$ cat src/uie_consts.svh
// Constants for the UART interrupt-enable and line-status block.
// Assumes inclusion by the design modules.
`ifndef UIE_CONSTS_SVH
`define UIE_CONSTS_SVH
`define UIE_OFS_HOLD 3'h0
`define UIE_OFS_IENA 3'h1
`define UIE_OFS_ISTA 3'h2
`define UIE_OFS_LCTL 3'h3
`define UIE_OFS_MCTL 3'h4
`define UIE_OFS_LSTA 3'h5
`define UIE_OFS_MSTA 3'h6
`define UIE_OFS_SCRA 3'h7
`define UIE_LCR_ENH 8'hbf
`define UIE_LCR_DIV 7
`define UIE_EFR_ENH 4
`define UIE_IER_RX 0
`define UIE_IER_TX 1
`define UIE_IER_LS 2
`define UIE_IER_MS 3
`define UIE_ISR_NONE 8'h01
`define UIE_ISR_LS 6'h06
`define UIE_ISR_RX 6'h04
`define UIE_ISR_TX 6'h02
`define UIE_ISR_MS 6'h00
`define UIE_RST_IER 8'h00
`define UIE_RST_LCR 8'h00
`define UIE_REV_CODE 8'h01
`define UIE_DEV_CODE 8'h5a
`endif

$ cat src/uie_pkg.sv
// Types for the UART interrupt-enable and line-status block.
// Assumes the constants header is on the include path.
package uie_pkg;
   typedef struct packed {
      logic rd;
      logic wr;
      logic [2:0] addr;
      logic [7:0] wdata;
   } uie_bus_type;
   typedef struct packed {
      logic push;
      logic push_err;
      logic pop;
      logic [5:0] level;
      logic head_brk;
      logic head_frm;
      logic head_par;
      logic overrun;
      logic any_err;
   } uie_rx_type;
endpackage : uie_pkg

$ cat src/uie_lsr.sv
// Line status assembly and line-status interrupt latch.
// Assumes receive events are one-cycle pulses in the clock domain.
`timescale 1ns/1ps
`include "uie_consts.svh"
module uie_lsr
   import uie_pkg::*;
(
   // Clock and reset
   input wire logic clk,
   input wire logic rst,
   input wire logic ce,
   // Sources
   input wire uie_rx_type rx,
   input wire logic thr_empty,
   input wire logic tsr_empty,
   input wire logic lsr_read,
   // Results
   output logic [7:0] lsr,
   output logic ls_pend
);
   typedef struct packed {
      logic dr;
      logic oe;
      logic pend;
   } uie_lsr_st_type;
   uie_lsr_st_type st_q, st_d;
   logic head_err;
   assign head_err = rx.head_brk | rx.head_frm | rx.head_par;
   always_comb begin
      st_d = st_q;
      if (rx.pop && rx.level == 6'h01 && !rx.push) begin
         st_d.dr = 1'b0;
      end
      if (rx.push) begin
         st_d.dr = 1'b1;
      end
      if (lsr_read) begin
         st_d.oe = 1'b0;
         st_d.pend = 1'b0;
      end
      if (rx.overrun) begin
         st_d.oe = 1'b1;
         st_d.pend = 1'b1;
      end
      if (rx.pop && rx.level > 6'h01 && rx.push_err) begin
         st_d.pend = 1'b1;
      end
   end
   always_ff @(posedge clk or posedge rst) begin
      if (rst) begin
         st_q <= '0;
      end else if (ce) begin
         st_q <= st_d;
      end
   end
   // Head errors are live status; overrun pulse raises interrupt on the next clock
   assign lsr = {rx.any_err, thr_empty & tsr_empty, thr_empty, rx.head_brk,
                 rx.head_frm, rx.head_par, st_q.oe, st_q.dr};
   assign ls_pend = st_q.pend | (head_err & st_q.dr);
   property p_dr_set;
      @(posedge clk) disable iff (rst) (ce && rx.push) |=> lsr[0];
   endproperty
   a_dr_set: assert property (p_dr_set) else $error("data ready not set on push");
   property p_oe_set;
      @(posedge clk) disable iff (rst) (ce && rx.overrun) |=> (lsr[1] && ls_pend);
   endproperty
   a_oe_set: assert property (p_oe_set) else $error("overrun not reported");
   property p_temt;
      @(posedge clk) disable iff (rst) lsr[6] |-> lsr[5];
   endproperty
   a_temt: assert property (p_temt) else $error("shift empty without holding empty");
endmodule : uie_lsr

$ cat src/uie_top.sv
// One UART channel: interrupt enable, status, line status and register port.
// Assumes the serial engines and FIFOs sit outside and drive the receive/transmit status.
`timescale 1ns/1ps
`include "uie_consts.svh"
module uie_top
   import uie_pkg::*;
#(
   parameter logic [7:0] REV_CODE = `UIE_REV_CODE, // Arbitrary value
   parameter logic [7:0] DEV_CODE = `UIE_DEV_CODE  // Arbitrary value
)
(
   // Clock and reset
   input wire logic clk,
   input wire logic rst,
   input wire logic ce,
   // Register port
   input wire uie_bus_type bus,
   output logic [7:0] rdata,
   // Receive path status
   input wire uie_rx_type rx,
   input wire logic [7:0] rx_data,
   input wire logic rx_timeout,
   // Transmit path status
   input wire logic thr_empty,
   input wire logic tsr_empty,
   input wire logic tx_below_trig,
   // Modem status
   input wire logic [7:0] modem_status,
   // FIFO configuration from the FIFO control logic
   input wire logic fifo_en,
   input wire logic [5:0] rx_trig,
   // Outputs
   output logic thr_wr,
   output logic [7:0] thr_data,
   output logic irq,
   output logic polled_mode
);
   typedef struct packed {
      logic [7:0] interrupt_enable;
      logic [7:0] line_control;
      logic [7:0] enhanced_function;
      logic [7:0] dll;
      logic [7:0] divisor_high;
      logic [7:0] divisor_fraction;
      logic [7:0] scratch_pad;
      logic [7:0] flow_resume_char_1;
      logic [7:0] flow_resume_char_2;
      logic [7:0] flow_pause_char_1;
      logic [7:0] flow_pause_char_2;
      logic tx_pend;
      logic thr_wr;
      logic [7:0] thr_data;
      logic [7:0] rdata;
   } uie_state_type;
   uie_state_type s_q, s_d;
   logic [7:0] lsr;
   logic ls_pend;
   logic enh, div, rx_src, tx_src, ms_src;
   logic [5:0] isr_code;
   logic [7:0] interrupt_status;
   uie_lsr u_lsr (
      .clk(clk),
      .rst(rst),
      .ce(ce),
      .rx(rx),
      .thr_empty(thr_empty),
      .tsr_empty(tsr_empty),
      .lsr_read(ce && bus.rd && !enh && !div && bus.addr == `UIE_OFS_LSTA),
      .lsr(lsr),
      .ls_pend(ls_pend)
   );
   assign enh = (s_q.line_control == `UIE_LCR_ENH);
   assign div = s_q.line_control[`UIE_LCR_DIV] & !enh;
   // Data-ready source: trigger level in FIFO mode, holding full otherwise
   assign rx_src = s_q.interrupt_enable[`UIE_IER_RX] & (fifo_en ? (rx.level >= rx_trig) : lsr[0]);
   assign tx_src = s_q.interrupt_enable[`UIE_IER_TX] & s_q.tx_pend;
   assign ms_src = s_q.interrupt_enable[`UIE_IER_MS] & |modem_status[3:0];
   always_comb begin
      isr_code = `UIE_ISR_MS;
      if (s_q.interrupt_enable[`UIE_IER_LS] && ls_pend) begin
         isr_code = `UIE_ISR_LS;
      end else if (s_q.interrupt_enable[`UIE_IER_RX] && rx_timeout && fifo_en) begin
         isr_code = 6'h0c;
      end else if (rx_src) begin
         isr_code = `UIE_ISR_RX;
      end else if (tx_src) begin
         isr_code = `UIE_ISR_TX;
      end
   end
   assign irq = (s_q.interrupt_enable[`UIE_IER_LS] & ls_pend) | rx_src | tx_src | ms_src |
                (s_q.interrupt_enable[`UIE_IER_RX] & rx_timeout & fifo_en);
   assign interrupt_status = irq ? {fifo_en, fifo_en, isr_code} : {fifo_en, fifo_en, 6'h01};
   assign polled_mode = fifo_en && s_q.interrupt_enable[3:0] == 4'h0;
   always_comb begin
      s_d = s_q;
      s_d.thr_wr = 1'b0;
      // Transmit-ready latch: holding empty (and below trigger in FIFO mode) sets, status read showing it or holding write clears
      if (bus.rd && !enh && bus.addr == `UIE_OFS_ISTA && isr_code == `UIE_ISR_TX) begin
         s_d.tx_pend = 1'b0;
      end
      if (bus.wr && !div && !enh && bus.addr == `UIE_OFS_HOLD) begin
         s_d.tx_pend = 1'b0;
         s_d.thr_wr = 1'b1;
         s_d.thr_data = bus.wdata;
      end
      if (bus.wr && !div && !enh && bus.addr == `UIE_OFS_IENA && bus.wdata[`UIE_IER_TX] &&
          !s_q.interrupt_enable[`UIE_IER_TX] && thr_empty) begin
         s_d.tx_pend = 1'b1;
      end
      if (fifo_en ? tx_below_trig : thr_empty) begin
         if (!(bus.wr && bus.addr == `UIE_OFS_HOLD && !div && !enh)) begin
            s_d.tx_pend = s_d.tx_pend | (thr_empty && !s_q.thr_wr);
         end
      end
      if (bus.wr) begin
         unique case (bus.addr)
            `UIE_OFS_HOLD: begin
               if (div) s_d.dll = bus.wdata;
            end
            `UIE_OFS_IENA: begin
               if (div) begin
                  s_d.divisor_high = bus.wdata;
               end else if (!enh) begin
                  s_d.interrupt_enable = s_q.enhanced_function[`UIE_EFR_ENH] ? bus.wdata : {4'h0, bus.wdata[3:0]};
               end
            end
            `UIE_OFS_ISTA: begin
               if (enh) begin
                  s_d.enhanced_function = bus.wdata;
               end else if (div && s_q.enhanced_function[`UIE_EFR_ENH]) begin
                  s_d.divisor_fraction = {2'h0, bus.wdata[5:0]};
               end
            end
            `UIE_OFS_LCTL: s_d.line_control = bus.wdata;
            `UIE_OFS_MCTL: begin
               if (enh) s_d.flow_resume_char_1 = bus.wdata;
            end
            `UIE_OFS_LSTA: begin
               if (enh) s_d.flow_resume_char_2 = bus.wdata;
            end
            `UIE_OFS_MSTA: begin
               if (enh) s_d.flow_pause_char_1 = bus.wdata;
            end
            `UIE_OFS_SCRA: begin
               if (enh) s_d.flow_pause_char_2 = bus.wdata;
               else s_d.scratch_pad = bus.wdata;
            end
         endcase
      end
      s_d.rdata = 8'h00;
      if (bus.rd) begin
         unique case (bus.addr)
            `UIE_OFS_HOLD: begin
               if (div) s_d.rdata = (s_q.dll == 8'h00 && s_q.divisor_high == 8'h00) ? REV_CODE : s_q.dll;
               else if (!enh) s_d.rdata = rx_data;
            end
            `UIE_OFS_IENA: begin
               if (div) s_d.rdata = (s_q.dll == 8'h00 && s_q.divisor_high == 8'h00) ? DEV_CODE : s_q.divisor_high;
               else if (!enh) s_d.rdata = s_q.interrupt_enable;
            end
            `UIE_OFS_ISTA: begin
               if (enh) s_d.rdata = s_q.enhanced_function;
               else if (div && s_q.enhanced_function[`UIE_EFR_ENH]) s_d.rdata = s_q.divisor_fraction;
               else s_d.rdata = interrupt_status;
            end
            `UIE_OFS_LCTL: s_d.rdata = s_q.line_control;
            `UIE_OFS_MCTL: s_d.rdata = enh ? s_q.flow_resume_char_1 : 8'h00;
            `UIE_OFS_LSTA: s_d.rdata = enh ? s_q.flow_resume_char_2 : lsr;
            `UIE_OFS_MSTA: s_d.rdata = enh ? s_q.flow_pause_char_1 : modem_status;
            `UIE_OFS_SCRA: s_d.rdata = enh ? s_q.flow_pause_char_2 : s_q.scratch_pad;
         endcase
      end
   end
   always_ff @(posedge clk or posedge rst) begin
      if (rst) begin
         s_q <= '0;
         s_q.interrupt_enable <= `UIE_RST_IER;
         s_q.line_control <= `UIE_RST_LCR;
      end else if (ce) begin
         s_q <= s_d;
      end
   end
   assign rdata = s_q.rdata;
   assign thr_wr = s_q.thr_wr;
   assign thr_data = s_q.thr_data;
   property p_rx_trig;
      @(posedge clk) disable iff (rst)
         (fifo_en && s_q.interrupt_enable[0] && rx.level >= rx_trig) |-> irq;
   endproperty
   a_rx_trig: assert property (p_rx_trig) else $error("trigger level without interrupt");
   property p_mask;
      @(posedge clk) disable iff (rst) (s_q.interrupt_enable[3:0] == 4'h0) |-> !irq;
   endproperty
   a_mask: assert property (p_mask) else $error("interrupt while all masked");
   property p_polled;
      @(posedge clk) disable iff (rst) polled_mode |-> (interrupt_status[0] && interrupt_status[7:6] == 2'h3);
   endproperty
   a_polled: assert property (p_polled) else $error("polled mode shows pending");
   property p_nf_rx;
      @(posedge clk) disable iff (rst) (!fifo_en && s_q.interrupt_enable[0] && lsr[0]) |-> irq;
   endproperty
   a_nf_rx: assert property (p_nf_rx) else $error("holding full without interrupt");
   property p_tx_en;
      @(posedge clk) disable iff (rst)
         (ce && bus.wr && !div && !enh && bus.addr == 3'h1 && bus.wdata[1] && !s_q.interrupt_enable[1] && thr_empty)
         |=> irq;
   endproperty
   a_tx_en: assert property (p_tx_en) else $error("tx enable on empty no interrupt");
   property p_lsr_clr;
      @(posedge clk) disable iff (rst)
         (ce && bus.rd && !enh && !div && bus.addr == 3'h5 && !rx.overrun && !lsr[2] && !lsr[3] && !lsr[4]
          && !(rx.pop && rx.push_err)) |=> !ls_pend;
   endproperty
   a_lsr_clr: assert property (p_lsr_clr) else $error("line status read did not clear");
endmodule : uie_top

$ cat config.mk
export PLATFORM = sky130hd
export DESIGN_NAME = uie_top
export DESIGN_NICKNAME = d
export VERILOG_FILES = /design/src/uie_pkg.sv /design/src/uie_lsr.sv /design/src/uie_top.sv
export VERILOG_INCLUDE_DIRS = /design/src
export SDC_FILE = /design/constraint.sdc
export NUM_CORES = 1
export LEC_CHECK = 0
export BUFFER_PORTS_ARGS = -buffer_cell sky130_fd_sc_hd__buf_2
export CAP_MARGIN = 20
export CELL_PAD_IN_SITES_DETAIL_PLACEMENT = 1
export CELL_PAD_IN_SITES_GLOBAL_PLACEMENT = 2
export CORE_MARGIN = 2
export CORE_UTILIZATION = 41
export DETAILED_ROUTE_END_ITERATION = 16
export PLACE_DENSITY = 0.95
export SLEW_MARGIN = 20
export SYNTH_ARGS = -nofsm -noshare
export SYNTH_HDL_FRONTEND = slang
export SYNTH_SLANG_ARGS = --single-unit
$ cat constraint.sdc
create_clock -name clk -period 5.3 [get_ports clk]
set_input_delay 1.06 -clock clk [delete_from_list [all_inputs] [get_ports clk]]
set_output_delay 1.06 -clock clk [all_outputs]
set_load 0.02 [all_outputs]
==> out/metrics.yaml <==
outcome:
  status: "finished, final reports clean"
clocking:
  root_buffer: "clkbuf_16"
  cts_tree: "yes"
  post_cts_buffers: 0
  post_cts_resized: 0
  clkTransAtPathRegs_ps: 70
  cts_hold_buf: 0
  clock_latency_ps: 350
  numCtsBuffers: 9
  htree_levels: 3
  clock-sinks: 107
  ctsLongestPathBuffers: 2
setup_path:
  cp-end-kind: "output port"
  worstSetupStartpointType: "primary input"
  worstPathCellList: "buf_2, ha_1, a211oi_1, o221a_2, o21ai_0, nand4b_1, buf_2"
  crit_top_cell: "buf_2"
  path_class: "primary input to output port"
  ff2ff_path_depth: 6
  cp_max_fo: 4
  r2r_start: "s_q[97]"
  crit_start: "rx[10]"
  critPathCapture: "irq"
  cp.required_ps: 4240
  max_stage_delay_ps: 330
  rrSetupSlack_ps: 2550
  cp_slowest_cell: "ha_1"
  rr_endpoint: "rdata[7]"
  crit_arrival_ps: 2570
sta:
  tightest_slew_ps: 1107
  slew-limit-headroom: 0.2564
  drv_slew: 0
  rsz0062_at_grt: "no"
  fin_skew_ps: 9.706
  post-route-period-util: 0.6851
  setup_tns_ps: 0
  fmax_ghz: 0.2754
  fin_crit_ps: 3631
  setup_viol: 0
  finalHoldViolCount: 0
worst_hold_path:
  min_from: "u_lsr.st_q[0]"
  min_path_type: "flip-flop to flip-flop"
global_route:
  grt_pass1_wl_um: 28190
  grt_overflow: 0
  grt_pass1_vias: 4952
  grtUsageTotal: 0.2529
  antenna_found_initial: 0
  grt_start_max_net_pins: 71
detailed_routing:
  wire_per_inst_um: 24.00
  drc: 0
  met2_length_um: 8830
  drt-initial-drc-count: 385
  final_antenna_net_count: 0
  routed_wl_um: 17880
  maxUsedRoutingLayer: "met4"
  drt_pass1_iterations: 5
  dr_wl_met3_um: 1079
  via_per_inst: 6.134
  vias: 4570
  wl_met1_um: 7271
floorplan:
  die-area_um2: 14720
  die_y_um: 121.3
  io_pins: 76
  start_util: 0.4229
  rows: 42
  die_width_um: 121.3
  design.core.area_um2: 13350
placement:
  hpwlAfterDp_um: 12750
  place_congestion: 0.8912
  io_buffers: 75
  place_area_um2: 6023
synth:
  synth-simple-area-share: 0.1186
  yosysTopAreaCell: "dfrtp_1"
  synth-async-reset-ratio: 1.000
  yosys_warnings: 0
  yosysTopAreaCellShare: 0.4743
  synth_compound_area_frac: 0.1372
  synth_top_family_by_area: "multiplexers"
  muxShareOfSynthArea: 0.1977
  netlist_top_cells_area: "dfrtp_1 47%, mux2_2 18%, a21oi_1 2.7%"
  synth-adder-area-share: 0.01330
  syn_area_per_cell_um2: 10.88
  syn_inst: 519
  syn-num-nets: 582
  synthDistinctLibCells: 64
  syn_area_um2: 5645
  ys_seq_area_frac: 0.4743
  synth_flop_cell: "dfrtp_1"
  synth.ff_latch_count: 107
  synth_edf_count: 0
  synthXorXnorAreaFrac: 0
power_and_ir_drop:
  total_power_mw: 2.066
  peakVddDrop_uv: 172.7
  p_per_area_nw_per_um2: 326.8
  power.leakage_nw: 2.949
layout:
  area_delta_synth_final_pct: 11.95
  mostFrequentLayoutCell: "dfrtp_1"
  diodes: 0
  fin_util: 0.4735
  nets: 627
  drive_gt1_frac: 0.3462
  stdcell_area_um2: 6320
  layout_common_cells: "107 x dfrtp_1, 90 x mux2_2, 75 x buf_2"
run:
  maxCapViolations: 0
==> where the power goes <==
group | leakage, nW | switching [mW] | internal, mW
sequential | 1.39 | 0.0748 | 0.913
clock | 0.139 | 0.301 | 0.379
combinational | 1.42 | 0.237 | 0.160
==> cell families (layout without fill, tap and decap cells) <==
logic type / count (synthesis) / in the layout
buffers and inverters: 66 / 116
flip-flops: 107 / 107
adder cells (fa/ha/maj): 6 / 6
AO/OA/AOI/OAI: 116 / 116
multiplexers: 99 / 99
AND/OR/NAND/NOR: 125 / 125
==> per-layer routing <==
layer	track usage	vias to the layer above
met2	0.4270	215
met3	0.04417	50
li1	-	1988
met5	0	-
met4	0.1078	0
met1	0.3192	2317
==> sequential cells by signal (all words and copies together), names as in the netlist <==
register    count
rdata           8
s_q            87
thr_data        8
thr_wr          1
u_lsr.lsr       2
u_lsr.st_q      1
==> through the flow <==
stage / instances / setup WS [ps] / hold WS, ps
after floorplan: 519 / 1423 / 444.0
after global placement: 729 / 1751 / 464.0
after detailed placement: 729 / 1673 / 479.1
after CTS: 745 / 1668 / 497.8
after global routing: 745 / 1519 / 521.8
final: 745 / 1669 / 491.8
==> synthesized netlist by cell type, types with 7 or more instances <==
library cell / number
mux2_2: 90
o21ai_0: 19
nor2_1: 12
dfrtp_1: 107
clkbuf_1: 19
buf_4: 17
mux2i_1: 8
a31oi_1: 8
nand3_1: 16
a21oi_1: 30
inv_1: 19
or3_1: 7
nand2_1: 39
==> worst min path at each step <==
| stage | endpoint | slack, ps | cells after the start |
|---|---|---|---|
| floorplan | u_lsr.st_q[0] | 440 | 1 |
| global placement | u_lsr.st_q[0] | 460 | 1 |
| detailed placement | u_lsr.st_q[0] | 480 | 1 |
| CTS | u_lsr.st_q[0] | 500 | 1 |
| global route | u_lsr.st_q[0] | 520 | 1 |
| finish | u_lsr.st_q[0] | 490 | 1 |
==> critical path: cells and delay by family <==
family | cells | cell delay (ps)
AO/OA/AOI/OAI | 3 | 590
buffers and inverters | 2 | 340
adder cells (fa/ha/maj) | 1 | 330
AND/OR/NAND/NOR | 1 | 240
==> layout make-up <==
class | instances | area (µm²)
Clock inverter | 4 | 50.05
Timing Repair Buffer | 80 | 412.9
Clock buffer | 12 | 246.5
Inverter | 20 | 77.57
Multi-Input combinational cell | 346 | 2635
Tap cell | 176 | 220.2
Sequential cell | 107 | 2678
Fill cell | 1489 | 7028
(Power assumes the default switching activity.)
